**src/ksd_consts.svh**
```systemverilog
// Purpose: constants of the keyboard/display scan controller
// Assumes: included by bare name from src/
// Notes:   definitions only
`ifndef KSD_CONSTS_SVH
`define KSD_CONSTS_SVH
// ==========================================================
// command opcodes, data bus bits 7..5
`define KSD_OP_MODE    3'h0
`define KSD_OP_CLOCK   3'h1
`define KSD_OP_RDFIFO  3'h2
`define KSD_OP_RDDISP  3'h3
`define KSD_OP_WRDISP  3'h4
`define KSD_OP_INHBLK  3'h5
`define KSD_OP_CLEAR   3'h6
`define KSD_OP_ENDINT  3'h7
// ==========================================================
// reset values
`define KSD_RST_DIV    5'h1f
`define KSD_RST_DISP   2'h1
`define KSD_RST_KEY    3'h0
`define KSD_DIV_MIN    5'h02
// ==========================================================
// fill codes
`define KSD_FILL_ZERO  8'h00
`define KSD_FILL_SPACE 8'h20
`define KSD_FILL_ONES  8'hff
// ==========================================================
// timing at the internal reference
`define KSD_REF_KHZ    100
`define KSD_SCAN_US    5100
`define KSD_DEB_US     10300
`define KSD_ROWS       8
`define KSD_ROW_TICKS  (`KSD_SCAN_US * `KSD_REF_KHZ / 1000 / `KSD_ROWS)
`define KSD_DEB_SCANS  (`KSD_DEB_US / `KSD_SCAN_US)
`define KSD_FIFO_FULL  4'h8
`define KSD_NO_KEY     8'hff
`endif

```
**src/ksd_pkg.sv**
```systemverilog
// Purpose: types of the keyboard/display scan controller
// Assumes: nothing
// Notes:   constants live in ksd_consts.svh
package ksd_pkg;
  // ==========================================================
  // key debounce states, gray along idle-wait-hold
  typedef enum logic [1:0] {
    KB_IDLE = 2'h0,
    KB_WAIT = 2'h1,
    KB_HOLD = 2'h3
  } ksd_kb_state_t;
endpackage

```
**src/ksd_ctrl.sv**
```systemverilog
// Purpose: keyboard/display scan controller behind an 8-bit host port
// Assumes: host strobes last several clocks; pins are asynchronous
// Notes:   return lines are active low (closed switch pulls low)
//
// Behaviour
// - command latched on write-strobe rise, select high
// - prescaler divides clock by 2..31, 0/1 as 2
// - divisor resets to 31, clear leaves it
// - row counters give 5.1ms scan, 10.3ms debounce
// - encoded binary scan or decoded one-of-four
// - decoded mode shows first four display words
// - debounce closed key, recheck, push with shift/control
// - chip select and select decode data/status/command
// - irq on fifo data or sensor change
// - read-fifo command sets sensor row and increment
// - read-display command sets address, increment, source
// - write-display command sets address, keeps read source
// - inhibit bits mask nibble writes, blank bits blank
// - blanked nibble shows latest clear code
// - blank output low when both nibbles blanked or digit switch
// - bits 7..4 to port a, 3..0 to b
// - clear code 10x zeros, 110 20h, 111 ones
// - refuse display writes, status msb while clearing
// - fifo clear resets status, irq, sensor row
// - clear-all clears display, fifo, resyncs timing
// - end-interrupt lowers sensor-mode irq (keyboard irq ignores it), re-enables sensor writes
// - error bit gates sensor/error flag, special error
// - status holds overrun, underrun, full, count
// - reset to 16-char left, encoded, 2-key lockout
// - each keyboard fifo read drops irq, rises if data
// - fifo entry control, shift, row, column
`timescale 1ns/1ps
`include "ksd_consts.svh"
module ksd_ctrl #(
  parameter int ROW_TICKS = `KSD_ROW_TICKS, // reference ticks per row
  parameter int DEB_SCANS = `KSD_DEB_SCANS  // scans before recheck
) (
  input  wire logic       clk_i,
  input  wire logic       reset_n_i,
  input  wire logic       cs_n_i,
  input  wire logic       rd_n_i,
  input  wire logic       wr_n_i,
  input  wire logic       cmd_data_select_i,
  input  wire logic [7:0] db_i,
  output logic      [7:0] db_o,
  output logic            db_oe_n_o,
  input  wire logic [7:0] return_lines_i,
  input  wire logic       shift_i,
  input  wire logic       control_strobe_input_i,
  output logic      [3:0] scan_lines_o,
  output logic      [3:0] display_port_a_o,
  output logic      [3:0] display_port_b_o,
  output logic            display_blank_n_o,
  output logic            irq_o
);
  // ==========================================================
  // input synchronisers
  logic [21:0] meta_reg;      // first stage, read by sync only
  logic [21:0] sync_reg;      // second stage
  logic        wr_q_reg;      // previous write strobe
  logic        rd_q_reg;      // previous read strobe
  logic        stb_q_reg;     // previous control/strobe
  always_ff @(posedge clk_i or negedge reset_n_i) begin
    if (!reset_n_i) begin
      meta_reg <= 22'h3fffff;
      sync_reg <= 22'h3fffff;
    end else begin
      meta_reg <= {cs_n_i, rd_n_i, wr_n_i, cmd_data_select_i, db_i,
                   return_lines_i, shift_i, control_strobe_input_i};
      sync_reg <= meta_reg;
    end
  end
  wire       s_cs_n = sync_reg[21];
  wire       s_rd_n = sync_reg[20];
  wire       s_wr_n = sync_reg[19];
  wire       s_a0   = sync_reg[18];
  wire [7:0] s_db   = sync_reg[17:10];
  wire [7:0] ret    = sync_reg[9:2];
  wire       s_shf  = sync_reg[1];
  wire       s_stb  = sync_reg[0];
  always_ff @(posedge clk_i or negedge reset_n_i) begin
    if (!reset_n_i) begin
      wr_q_reg  <= 1'b1;
      rd_q_reg  <= 1'b1;
      stb_q_reg <= 1'b1;
    end else begin
      wr_q_reg  <= s_wr_n;
      rd_q_reg  <= s_rd_n;
      stb_q_reg <= s_stb;
    end
  end
  // ==========================================================
  // host bus decode
  wire wr_rise = s_wr_n & ~wr_q_reg & ~s_cs_n;
  wire rd_rise = s_rd_n & ~rd_q_reg & ~s_cs_n;
  wire cmd_wr  = wr_rise & s_a0;
  wire dat_wr  = wr_rise & ~s_a0;
  wire dat_rd  = rd_rise & ~s_a0;
  wire [2:0] op = s_db[7:5];
  wire cmd_mode = cmd_wr & (op == `KSD_OP_MODE);
  wire cmd_clk  = cmd_wr & (op == `KSD_OP_CLOCK);
  wire cmd_rff  = cmd_wr & (op == `KSD_OP_RDFIFO);
  wire cmd_rdd  = cmd_wr & (op == `KSD_OP_RDDISP);
  wire cmd_wrd  = cmd_wr & (op == `KSD_OP_WRDISP);
  wire cmd_inh  = cmd_wr & (op == `KSD_OP_INHBLK);
  wire cmd_clr  = cmd_wr & (op == `KSD_OP_CLEAR);
  wire cmd_eoi  = cmd_wr & (op == `KSD_OP_ENDINT);
  // clear command fields
  wire clr_disp = cmd_clr & (s_db[4] | s_db[0]);
  wire clr_fifo = cmd_clr & (s_db[1] | s_db[0]);
  wire resync   = cmd_clr & s_db[0];
  wire [7:0] fill = (s_db[4:2] == 3'h7) ? `KSD_FILL_ONES :
                    (s_db[4:2] == 3'h6) ? `KSD_FILL_SPACE :
                                          `KSD_FILL_ZERO;
  // ==========================================================
  // command registers
  logic [1:0] disp_mode_reg;  // x0: 8 chars, x1: 16 chars
  logic [2:0] key_mode_reg;   // bit0 decoded, 2:1 kind
  logic [4:0] prescale_divisor_reg;
  logic       rd_disp_reg;    // data reads from display ram
  logic       auto_increment_flag_reg; // display side
  logic [3:0] disp_addr_reg;
  logic       sens_ai_reg;    // sensor side increment
  logic [2:0] row_address_reg; // sensor read row
  logic [3:0] inh_blk_reg;    // iwa, iwb, blank_a, blank_b
  logic [7:0] blank_code_reg;
  logic       err_en_reg;
  wire decoded = key_mode_reg[0];
  wire nkro    = key_mode_reg[2:1] == 2'h1;
  wire sensor  = key_mode_reg[2:1] == 2'h2;
  wire strobed = key_mode_reg[2:1] == 2'h3;
  wire inhibit_write_a = inh_blk_reg[3];
  wire inhibit_write_b = inh_blk_reg[2];
  wire blank_a = inh_blk_reg[1];
  wire blank_b = inh_blk_reg[0];
  logic clr_busy_reg;         // display unavailable
  wire fifo_rd = dat_rd & ~rd_disp_reg;
  wire disp_wr = dat_wr & ~clr_busy_reg;
  wire disp_step = auto_increment_flag_reg &
                   (disp_wr | (dat_rd & rd_disp_reg));
  always_ff @(posedge clk_i or negedge reset_n_i) begin
    if (!reset_n_i) begin
      disp_mode_reg <= `KSD_RST_DISP;
      key_mode_reg  <= `KSD_RST_KEY;
      prescale_divisor_reg <= `KSD_RST_DIV;
      rd_disp_reg   <= 1'b0;
      auto_increment_flag_reg <= 1'b0;
      disp_addr_reg <= 4'h0;
      sens_ai_reg   <= 1'b0;
      row_address_reg <= 3'h0;
      inh_blk_reg   <= 4'h0;
      blank_code_reg <= `KSD_FILL_ZERO;
      err_en_reg    <= 1'b0;
    end else begin
      if (cmd_mode) begin
        disp_mode_reg <= s_db[4:3];
        key_mode_reg  <= s_db[2:0];
      end
      if (cmd_clk)
        prescale_divisor_reg <= s_db[4:0];
      if (cmd_rff) begin
        rd_disp_reg <= 1'b0;
        sens_ai_reg <= s_db[4];
      end
      if (cmd_rdd)
        rd_disp_reg <= 1'b1;
      if (cmd_rdd | cmd_wrd) begin
        auto_increment_flag_reg <= s_db[4];
        disp_addr_reg <= s_db[3:0];
      end else if (disp_step) begin
        disp_addr_reg <= disp_addr_reg + 4'h1;
      end
      // sensor row pointer
      if (cmd_rff & sensor)
        row_address_reg <= s_db[2:0];
      else if (clr_fifo)
        row_address_reg <= 3'h0;
      else if (fifo_rd & sensor & sens_ai_reg)
        row_address_reg <= row_address_reg + 3'h1;
      if (cmd_inh)
        inh_blk_reg <= s_db[3:0];
      if (cmd_clr)
        blank_code_reg <= fill;
      if (cmd_eoi)
        err_en_reg <= s_db[4];
    end
  end
  // ==========================================================
  // prescaler and scan timing chain
  logic [4:0] pre_cnt_reg;
  logic [5:0] row_cnt_reg;    // reference ticks within a row
  logic [3:0] scan_reg;
  wire [4:0] div_eff = (prescale_divisor_reg < `KSD_DIV_MIN) ?
                       `KSD_DIV_MIN : prescale_divisor_reg;
  wire tick = pre_cnt_reg == div_eff - 5'h1;
  wire row_step = tick & (row_cnt_reg == 6'(ROW_TICKS - 1));
  wire [3:0] scan_mask = decoded ? 4'h3 :
                         (disp_mode_reg[0] ? 4'hf : 4'h7);
  wire [2:0] kb_row = decoded ? {1'b0, scan_reg[1:0]} : scan_reg[2:0];
  // clear-all restarts the chain so scans begin aligned
  always_ff @(posedge clk_i or negedge reset_n_i) begin
    if (!reset_n_i) begin
      pre_cnt_reg <= 5'h0;
      row_cnt_reg <= 6'h0;
      scan_reg    <= 4'h0;
    end else if (resync) begin
      pre_cnt_reg <= 5'h0;
      row_cnt_reg <= 6'h0;
      scan_reg    <= 4'h0;
    end else begin
      pre_cnt_reg <= tick ? 5'h0 : pre_cnt_reg + 5'h1;
      if (row_step) begin
        row_cnt_reg <= 6'h0;
        scan_reg    <= (scan_reg + 4'h1) & scan_mask;
      end else if (tick) begin
        row_cnt_reg <= row_cnt_reg + 6'h1;
      end
    end
  end
  // ==========================================================
  // display ram and clear engine
  logic [7:0] disp_ram [16];
  logic [3:0] clr_idx_reg;
  wire  [7:0] wr_word = {inhibit_write_a ? disp_ram[disp_addr_reg][7:4]
                                         : s_db[7:4],
                         inhibit_write_b ? disp_ram[disp_addr_reg][3:0]
                                         : s_db[3:0]};
  always_ff @(posedge clk_i or negedge reset_n_i) begin
    if (!reset_n_i) begin
      clr_busy_reg <= 1'b0;
      clr_idx_reg  <= 4'h0;
    end else if (clr_disp) begin
      clr_busy_reg <= 1'b1;
      clr_idx_reg  <= 4'h0;
    end else if (clr_busy_reg) begin
      clr_idx_reg  <= clr_idx_reg + 4'h1;
      clr_busy_reg <= clr_idx_reg != 4'hf;
    end
  end
  // one word per clock while clearing; host writes refused meanwhile
  always_ff @(posedge clk_i) begin
    if (clr_busy_reg)
      disp_ram[clr_idx_reg] <= blank_code_reg;
    else if (disp_wr)
      disp_ram[disp_addr_reg] <= wr_word;
  end
  // ==========================================================
  // key debounce
  ksd_pkg::ksd_kb_state_t kb_state_reg;
  logic [2:0] key_row_reg;
  logic [2:0] key_col_reg;
  logic [1:0] deb_cnt_reg;    // scans seen at the key's row
  function automatic logic [2:0] first_low(input logic [7:0] v);
    first_low = 3'h0;
    for (int i = 7; i >= 0; i--) begin
      if (!v[i])
        first_low = 3'(i);
    end
  endfunction
  wire key_down = ret != `KSD_NO_KEY;
  wire kb_mode  = ~sensor & ~strobed;
  wire at_key   = row_step & (kb_row == key_row_reg);
  wire other    = row_step & key_down & (kb_row != key_row_reg);
  wire deb_done = at_key & (deb_cnt_reg == 2'(DEB_SCANS - 1));
  wire kb_push  = kb_mode & (kb_state_reg == ksd_pkg::KB_WAIT) &
                  deb_done & ~ret[key_col_reg];
  always_ff @(posedge clk_i or negedge reset_n_i) begin
    if (!reset_n_i) begin
      kb_state_reg <= ksd_pkg::KB_IDLE;
      key_row_reg  <= 3'h0;
      key_col_reg  <= 3'h0;
      deb_cnt_reg  <= 2'h0;
    end else if (!kb_mode | resync) begin
      kb_state_reg <= ksd_pkg::KB_IDLE;
    end else begin
      unique case (kb_state_reg)
        ksd_pkg::KB_IDLE: begin              // look for a closure
          if (row_step & key_down) begin
            key_row_reg  <= kb_row;
            key_col_reg  <= first_low(ret);
            deb_cnt_reg  <= 2'h0;
            kb_state_reg <= ksd_pkg::KB_WAIT;
          end
        end
        ksd_pkg::KB_WAIT: begin
          if (other & ~nkro) begin           // lockout: restart
            key_row_reg <= kb_row;
            key_col_reg <= first_low(ret);
            deb_cnt_reg <= 2'h0;
          end else if (deb_done) begin
            kb_state_reg <= ret[key_col_reg] ? ksd_pkg::KB_IDLE
                                             : ksd_pkg::KB_HOLD;
          end else if (at_key) begin
            deb_cnt_reg <= deb_cnt_reg + 2'h1;
          end
        end
        ksd_pkg::KB_HOLD: begin              // wait for release
          if (at_key & ret[key_col_reg])
            kb_state_reg <= ksd_pkg::KB_IDLE;
        end
        default: kb_state_reg <= ksd_pkg::KB_IDLE;
      endcase
    end
  end
  // ==========================================================
  // fifo / sensor ram
  logic [7:0] fifo_ram [8];
  logic [2:0] wr_ptr_reg;
  logic [2:0] rd_ptr_reg;
  logic [3:0] count_reg;
  logic       over_reg;
  logic       under_reg;
  logic       se_reg;
  wire full     = count_reg == `KSD_FIFO_FULL;
  wire stb_push = strobed & s_stb & ~stb_q_reg;
  wire push     = kb_push | stb_push;
  wire push_ok  = push & ~full & ~(nkro & se_reg);
  wire [7:0] push_data = strobed ? ret :
    {s_stb, s_shf, key_row_reg, key_col_reg};
  wire pop      = fifo_rd & ~sensor & (count_reg != 4'h0);
  wire sens_wr  = sensor & row_step & ~irq_o;
  wire sens_chg = sens_wr & (fifo_ram[kb_row] != ret);
  wire se_set   = err_en_reg & ((sens_wr & key_down) |
                  (nkro & other &
                   (kb_state_reg == ksd_pkg::KB_WAIT)));
  always_ff @(posedge clk_i) begin
    if (push_ok)
      fifo_ram[wr_ptr_reg] <= push_data;
    else if (sens_wr)
      fifo_ram[kb_row] <= ret;
  end
  // a new event in the clearing cycle still sets its flag
  always_ff @(posedge clk_i or negedge reset_n_i) begin
    if (!reset_n_i) begin
      wr_ptr_reg <= 3'h0;
      rd_ptr_reg <= 3'h0;
      count_reg  <= 4'h0;
      over_reg   <= 1'b0;
      under_reg  <= 1'b0;
      se_reg     <= 1'b0;
    end else begin
      if (clr_fifo) begin
        wr_ptr_reg <= 3'h0;
        rd_ptr_reg <= 3'h0;
        count_reg  <= 4'h0;
      end else begin
        wr_ptr_reg <= wr_ptr_reg + 3'(push_ok);
        rd_ptr_reg <= rd_ptr_reg + 3'(pop);
        count_reg  <= count_reg + 4'(push_ok) - 4'(pop);
      end
      over_reg  <= (push & full) | (over_reg & ~clr_fifo);
      under_reg <= (fifo_rd & ~sensor & (count_reg == 4'h0)) |
                   (under_reg & ~clr_fifo);
      se_reg    <= se_set | (se_reg & ~clr_fifo);
    end
  end
  // ==========================================================
  // status, read data and pins
  wire [7:0] status = {clr_busy_reg, se_reg & err_en_reg, over_reg,
                       under_reg, full, count_reg[2:0]};
  wire [7:0] rd_val = s_a0 ? status :
                      rd_disp_reg ? disp_ram[disp_addr_reg] :
                      sensor ? fifo_ram[row_address_reg] :
                               fifo_ram[rd_ptr_reg];
  // decoded scan may start from a high count; only words 0..3 show
  wire [3:0] disp_idx = decoded ? {2'h0, scan_reg[1:0]} : scan_reg;
  wire [7:0] shown = disp_ram[disp_idx];
  wire [3:0] scan_out = decoded ? 4'h1 << scan_reg[1:0]
                                : scan_reg;
  wire       digit_sw = scan_out != scan_lines_o; // mode change moves digit
  // keyboard irq follows the count; a read forces one low cycle
  wire [3:0] cnt_next = clr_fifo ? 4'h0 :
                        count_reg + 4'(push_ok) - 4'(pop);
  wire irq_kb   = (cnt_next != 4'h0) & ~fifo_rd;
  wire irq_sens = sens_chg | (irq_o & ~clr_fifo & ~cmd_eoi &
                  ~(fifo_rd & ~sens_ai_reg));
  always_ff @(posedge clk_i or negedge reset_n_i) begin
    if (!reset_n_i) begin
      db_o              <= 8'h00;
      db_oe_n_o         <= 1'b1;
      scan_lines_o      <= 4'h0;
      display_port_a_o  <= 4'h0;
      display_port_b_o  <= 4'h0;
      display_blank_n_o <= 1'b0;
      irq_o             <= 1'b0;
    end else begin
      db_o      <= rd_val;
      db_oe_n_o <= s_cs_n | s_rd_n;
      scan_lines_o <= scan_out;
      display_port_a_o <= blank_a ? blank_code_reg[7:4]
                                  : shown[7:4];
      display_port_b_o <= blank_b ? blank_code_reg[3:0]
                                  : shown[3:0];
      display_blank_n_o <= ~((blank_a & blank_b) | digit_sw |
                             (row_cnt_reg == 6'h0));
      irq_o <= sensor ? irq_sens : irq_kb;
    end
  end
endmodule

```
**config.mk**
```make
export PLATFORM = sky130hd
export DESIGN_NAME = ksd_ctrl
export DESIGN_NICKNAME = d
export VERILOG_FILES = /design/src/ksd_pkg.sv /design/src/ksd_ctrl.sv
export VERILOG_INCLUDE_DIRS = /design/src /design/src/src
export SDC_FILE = /design/constraint.sdc
export NUM_CORES = 1
export LEC_CHECK = 0
export BUFFER_PORTS_ARGS = -buffer_cell sky130_fd_sc_hd__buf_2
export CORE_ASPECT_RATIO = 1.4
export CORE_MARGIN = 3
export CORE_UTILIZATION = 45
export DETAILED_ROUTE_END_ITERATION = 8
export HOLD_SLACK_MARGIN = 0.03
export SYNTH_ARGS = -nofsm -noshare
export SYNTH_HDL_FRONTEND = slang
export SYNTH_SLANG_ARGS = --single-unit
```
**constraint.sdc**
```tcl
create_clock -name clk_i -period 8.2 [get_ports clk_i]
set_clock_uncertainty 0.2 [all_clocks]
set_input_delay 1.64 -clock clk_i [delete_from_list [all_inputs] [get_ports clk_i]]
set_output_delay 1.64 -clock clk_i [all_outputs]
set_load 0.02 [all_outputs]
```
## After elaboration in Yosys (flattened, before gate mapping)

Memories as Yosys holds them, arrays and structs flattened.
Index checks and enable logic that the tools add are counted.

| cells by class | value |
|---|---|
| bitwise gates (word level) | 98 |
| eq/ne operators | 32 |
| $lt $le $gt $ge | 2 |
| reduce and logical (&&, ||, !) cells | 19 |
| shift operators | 1 |
| $add $sub $neg | 12 |
| multiplexer cells | 82 |

Operators by type and width:

| kind | number |
|---|---|
| 4-bit 2-to-1 mux | 16 |
| 1-bit AND | 62 |
| 3-bit 2-to-1 mux | 19 |
| 8-bit 2-to-1 mux | 7 |
| 6-bit 2-to-1 mux | 4 |
| 1-bit inverter | 21 |
| 2-bit 2-to-1 mux | 10 |
| 3-bit == test, second input constant | 6 |
| 1-bit 2-to-1 mux | 18 |
| 8-bit OR reduction | 2 |
| 5-bit 2-to-1 mux | 3 |
| 1-bit OR | 14 |
| 4-bit by 1-bit adder with 4-bit output, second input constant | 3 |
| 3-bit case mux with 2 select lines | 2 |
| 2-bit nonzero test | 5 |
| 3-bit by 2-bit != test with 1-bit output, second input constant | 3 |
| 3-bit != test, second input constant | 3 |
| 8-bit != test | 1 |
| 8-bit != test, second input constant | 1 |
| 4-bit AND reduction | 2 |
| 4-bit nonzero test | 2 |
| 3-bit by 1-bit adder with 3-bit output | 2 |
| 6-bit by 1-bit adder with 6-bit output, second input constant | 1 |
| 2-bit by 1-bit == test with 1-bit output, second input constant | 3 |
| 32 further kinds | 36 |

| storage, ports and cells | value |
|---|---|
| output and inout port bits | 23 |
| logic and storage cells | 286 |
| bits in registers | 145 |
| bits in writable memories | 192 |
| memories | 2 |
| input port bits | 24 |

Memory list:

| memory | depth | width | rd ports | clocked after memory_dff | wr ports | line | source |
|---|---|---|---|---|---|---|---|
| disp_ram | 16 | 8 | 2 | 0 | 1 | ksd_ctrl.sv:222 | `logic [7:0] disp_ram [16];` |
| fifo_ram | 8 | 8 | 3 | 0 | 1 | ksd_ctrl.sv:307 | `logic [7:0] fifo_ram [8];` |

## Logic depth before layout (Yosys ltp)

| logic depth | value |
|---|---|
| word-level depth | 18 |
| depth in mapped cells | 17 |
| gate-level depth less buffers | 16 |

## Worst setup path after synthesis

Ideal clock, no wire load.

| timing path | value |
|---|---|
| path type | register to register |
| start point | reg sync_reg[5] |
| end point | reg irq_o |
| arrival time | 3.618 ns |
| setup time | 0.065 ns |
| slack | 4.317 ns |
| path buffers | 2 |
| stages on the path, launching flop included | 17 |
| data required time | 7.935 ns |
| period minus slack after synthesis | 3.883 ns |
| cells stage by stage | dfstp_2 -> clkbuf_1 -> mux4_2 -> mux2i_1 -> nand4_1 -> nor3b_1 -> a22o_1 -> clkbuf_1 -> inv_1 -> ha_1 -> inv_1 -> ha_1 -> fa_1 -> nor2_1 -> a311o_1 -> a21oi_1 -> a31o_2 |

| between the ends | value |
|---|---|
| longest elaborated chain between the ends | 13 |
| elaborated cells between the ends (all ways) | 16 |
| classes of those cells | add/sub: 2; eq/ne: 1; mux: 4; bitwise: 8; reduce/logical: 1 |

RTL lines:

| element | line | source |
|---|---|---|
| from (decl) | ksd_ctrl.sv:59 | `logic [21:0] sync_reg;` |
| from (signal assigned) | ksd_ctrl.sv:70 | `sync_reg <= meta_reg;` |
| 1-bit binary-select mux with 3-bit select | ksd_ctrl.sv:266 | `deb_done & ~ret[key_col_reg];` |
| 1-bit 2-to-1 mux (not written as such) | ksd_ctrl.sv:266 |  |
| 1-bit inverter | ksd_ctrl.sv:266 |  |
| 1-bit AND | ksd_ctrl.sv:266 |  |
| 1-bit OR | ksd_ctrl.sv:316 | `wire push = kb_push \| stb_push;` |
| 1-bit AND (2 in a row) | ksd_ctrl.sv:317 | `wire push_ok = push & ~full & ~(nkro & se_reg);` |
| 4-bit by 1-bit adder with 4-bit output | ksd_ctrl.sv:373 | `count_reg + 4'(push_ok) - 4'(pop);` |
| 4-bit by 1-bit subtractor with 4-bit output | ksd_ctrl.sv:373 |  |
| 4-bit 2-to-1 mux | ksd_ctrl.sv:372 | `wire [3:0] cnt_next = clr_fifo ? 4'h0 :` |
| 4-bit nonzero test | ksd_ctrl.sv:374 | `wire irq_kb = (cnt_next != 4'h0) & ~fifo_rd;` |
| 1-bit AND | ksd_ctrl.sv:374 |  |
| 1-bit 2-to-1 mux * | ksd_ctrl.sv:396 | `irq_o <= sensor ? irq_sens : irq_kb;` |
| to (signal assigned) | ksd_ctrl.sv:396 |  |
| to (decl) | ksd_ctrl.sv:54 | `output logic irq_o` |

Mark *: on every way between the ends. The rest lies on a longest branch, timed or not. The select of a mux whose other input is x is not followed.
A chain may end at the register's enable or synchronous reset.

## Worst setup path after layout

| timing path | value |
|---|---|
| start point | reg key_mode_reg[0] |
| end point | reg irq_o |

| between the ends | value |
|---|---|
| longest elaborated chain between the ends | 15 |
| elaborated cells between the ends (all ways) | 19 |
| classes of those cells | add/sub: 2; eq/ne: 2; mux: 3; bitwise: 10; reduce/logical: 1; memory: 1 |

RTL lines:

| element | line | source |
|---|---|---|
| from (decl) | ksd_ctrl.sv:118 | `logic [2:0] key_mode_reg;` |
| from (signal assigned) | ksd_ctrl.sv:144 | `` key_mode_reg <= `KSD_RST_KEY; `` |
| from (signal assigned) | ksd_ctrl.sv:157 | `key_mode_reg <= s_db[2:0];` |
| 3-bit 2-to-1 mux * | ksd_ctrl.sv:199 | `wire [2:0] kb_row = decoded ? {1'b0, scan_reg[1:0]} : scan_reg[2:0];` |
| 3-bit == test | ksd_ctrl.sv:262 | `wire at_key = row_step & (kb_row == key_row_reg);` |
| 1-bit AND | ksd_ctrl.sv:262 |  |
| 1-bit AND | ksd_ctrl.sv:264 | `wire deb_done = at_key & (deb_cnt_reg == 2'(DEB_SCANS - 1));` |
| 1-bit AND | ksd_ctrl.sv:265 | `wire kb_push = kb_mode & (kb_state_reg == ksd_pkg::KB_WAIT) &` |
| 1-bit AND | ksd_ctrl.sv:266 |  |
| 1-bit OR | ksd_ctrl.sv:316 |  |
| 1-bit AND (2 in a row) | ksd_ctrl.sv:317 |  |
| 4-bit by 1-bit adder with 4-bit output | ksd_ctrl.sv:373 |  |
| 4-bit by 1-bit subtractor with 4-bit output | ksd_ctrl.sv:373 |  |
| 4-bit 2-to-1 mux | ksd_ctrl.sv:372 |  |
| 4-bit nonzero test | ksd_ctrl.sv:374 |  |
| 1-bit AND | ksd_ctrl.sv:374 |  |
| 1-bit 2-to-1 mux * | ksd_ctrl.sv:396 |  |

Mark *: on every way between the ends. The rest lies on a longest branch, timed or not.

==> metrics.csv <==
stage,metric,value,unit
critical_path,cp-startpoint,key_mode_reg[0],
timing,fin_setup_tns,0,ns
synthesis,synthMuxAreaShare,22.1,%
synthesis,synth_area_leaders,"edfxtp_1 (36%), mux4_2 (17%), dfrtp_1 (13%), dfstp_2 (8.9%), mux2i_1 (2.6%)",
clock_tree,cts_tree,built,
global_route,grt_pass1_vias,9921,
synthesis,syn_nets,1101,
cells_and_area,drive_above_1_share,31.9,%
drt,vias,9475,
pwr,powerDensity,271,nW/µm²
timing,hold_violations,0,
min_path,hold_path_startpoint,meta_reg[0],
critical_path,crit_path_max_fanout,32,
clock_tree,cts_resized,0,
floorplanning,ios,47,
global_route,grt_overflow_total,0,
synthesis,synth-adder-area-share,1.85,%
drt,viasPerCell,5.97,
pwr,leakage,6.58,nW
global_route,grt_max_degree,76,
drt,drt-wirelength-per-cell,24.6,µm
critical_path,critPathKind,flip-flop to flip-flop,
timing,max_freq,0.238,GHz
cells_and_area,multiInputGateArea,6300,µm²
timing,drv_slew,0,
cells_and_area,largest_reg_flops,128,
global_route,antenna_found_initial,0,
clock_tree,cts_made_buffers,35,
cells_and_area,n_fill_cell,2936,
synthesis,synth_xor_xnor_area_share,2.25,%
critical_path,crit_path_end_kind,flip-flop,
placed_design,dp_hpwl,26300,µm
floorplanning,die_x,165,µm
drt,drt-total-wl,39100,µm
clock_tree,h-tree-depth,2,
cells_and_area,num-nets-final,1151,
flow_run,max-cap-violations,0,
synthesis,synth.distinct_cells,69,
synthesis,yosys-top-cells-count,"edfxtp_1 (192), mux4_2 (118), dfrtp_1 (85)",
synthesis,async_flop_share,42.0,%
cells_and_area,fin_cells,1587,
critical_path,arrival,4.45,ns
synthesis,synth_top_area_cell,edfxtp_1,
timing,fin_crit_sh,51.2,%
timing,worst_pin_slew,1.21,ns
synthesis,synth_top_family_by_area,multiplexers,
placed_design,place_inst,1523,
clock_tree,root_buffer,clkbuf_16,
floorplanning,row_count,81,
drt,drtAntennaViolNets,0,
clock_tree,cts_setup_buffers,0,
global_route,globalRouteTotalUtil,21.1,%
clock_tree,clk_pin_slew,0.06,ns
clock_tree,cts_sinks,331,
min_path,hp-class,flip-flop to flip-flop,
pwr,ir_drop,0.187,mV
timing,rsz0062_at_grt,false,
synthesis,synth.most_common_cell,edfxtp_1,
floorplanning,core,35000,µm²
synthesis,synth_edf_count,192,
global_route,grt_pass1_wl,59400,µm
synthesis,synthCells,1054,
synthesis,ys_warn_count,0,
synthesis,ys.flop_type,edfxtp_1,
pwr,finalPower,4.86,mW
timing,finalCriticalPeriod,4.20,ns
clock_tree,clk_path_buf_depth,3,
synthesis,synthSimpleGateAreaFrac,7.29,%
clock_tree,clk_latency,0.53,ns
critical_path,critPathLaunchType,flip-flop,
floorplanning,start_util,45.6,%
cells_and_area,area_growth,12.3,%
placed_design,gp_congestion,0.844,
floorplanning,die_h,229,µm
timing,setup_viol,0,
outcome,status,"finished, final reports clean",
synthesis,yosys.area.top_type_share,36.1,%
placed_design,io_buffers,46,
drt,drc,0,
floorplanning,die_area,37800,µm²
critical_path,required,8.46,ns
cells_and_area,regMostFlops,disp_ram,
critical_path,timing.rr.start,key_mode_reg[0],
clock_tree,cts_hold_buffers,0,
timing,slew_headroom,19.5,%
cells_and_area,reg.largest.list,"disp_ram (128), fifo_ram (64)",
synthesis,synth_compound_area_share,5.88,%
cells_and_area,seq_area,9320,µm²
synthesis,ys_seq_elements,331,
synthesis,synth-seq-area-share,58.4,%
synthesis,netlist_area,16000,µm²
synthesis,synth.avg_cell_area,15.1,µm²
drt,drt-pass1-iter-count,5,
drt,drt_iter0_drc,687,
-- metal layers --
metal  track usage [%]  up-vias  routed length (µm)
li1                  -     4191                   -
met1              25.2     4964               14600
met2              38.1      241               21300
met3              3.12       79                1700
met4              8.08        0                1470
met5                 0        -                   0
-- per-stage QoR --
step	worst slack [ns]	hold WS, ns	area (µm²)	util, %
global route	3.67	0.156	17900	51.2
detailed placement	3.99	0.147	16800	47.9
global placement	4.09	0.146	16800	47.9
finish	4.00	0.154	17900	51.2
CTS	3.98	0.155	17900	51.2
floorplan	4.32	0.145	16000	-
-- critical path, cell delays in order, from the launching register on --
cell     delay (ns)
dfrtp_1        0.51
nor2b_4        0.14
buf_4          0.42
xnor2_1        0.22
nand4_1        0.19
nor3b_1        0.23
a22o_1         0.39
inv_1          0.08
ha_1           0.28
inv_1          0.04
ha_1           0.20
fa_1           0.54
nor2_1         0.05
a311o_1        0.34
a21oi_1        0.15
a31o_2         0.12
-- placed cells by master, fill, tap and decap left out, types with 8 or more instances in the layout --
cell type / synthesis / layout
xnor2_1: 20 / 20
xor2_1: 21 / 21
ha_1: 22 / 22
nor2b_1: 18 / 17
a211oi_1: 19 / 19
nor2_1: 62 / 62
nor3_1: 9 / 9
mux4_2: 118 / 118
nand2_1: 55 / 55
nand3_1: 15 / 15
a21oi_1: 39 / 38
a31oi_1: 8 / 8
buf_2: 12 / 45
edfxtp_1: 192 / 192
o31ai_1: 11 / 11
o21ai_0: 30 / 30
and2_1: 10 / 10
mux2_2: 32 / 32
clkbuf_16: 0 / 37
nand4_1: 12 / 12
dfstp_2: 54 / 54
mux2i_1: 42 / 42
buf_4: 0 / 33
dfrtp_1: 85 / 82
inv_1: 22 / 22
-- power breakdown --
group          internal [mW]  total, mW  switching (mW)
clock network          0.942       1.59           0.652
logic                  0.523       1.15           0.624
registers               1.95       2.12           0.169
-- area by class of cell --
| class | count | area share [%] |
|---|---|---|
| Sequential cell | 331 | 52.0 |
| Multi-Input combinational cell | 635 | 35.2 |
| Clock buffer | 46 | 5.47 |
| Tap cell | 456 | 3.18 |
| Timing Repair Buffer | 79 | 2.70 |
| Clock inverter | 17 | 0.992 |
| Inverter | 22 | 0.461 |
| Antenna cell | 1 | 0.0140 |
-- cell families (layout without fill, tap and decap cells) --
logic type / Yosys count / after routing
flops: 331 / 331
simple gates: 228 / 228
mux: 198 / 198
compound gates: 145 / 145
buf+inv: 88 / 164
xor+xnor: 41 / 41
fa+ha+maj: 23 / 23
other cells: 0 / 1
-- worst paths after layout --
path / to / cells after the start / slack, ns
min in group asynchronous: clr_idx_reg[0] / 1 / 0.95
max in group asynchronous: scan_reg[0] / 2 / 5.42
worst min register to register: sync_reg[0] / 0 / 0.15
worst min-delay path: sync_reg[0] / 0 / 0.15
worst max register to register: irq_o / 15 / 4.00
worst max-delay path: irq_o / 15 / 4.00
No activity file was read; power rests on OpenSTA's default activity.
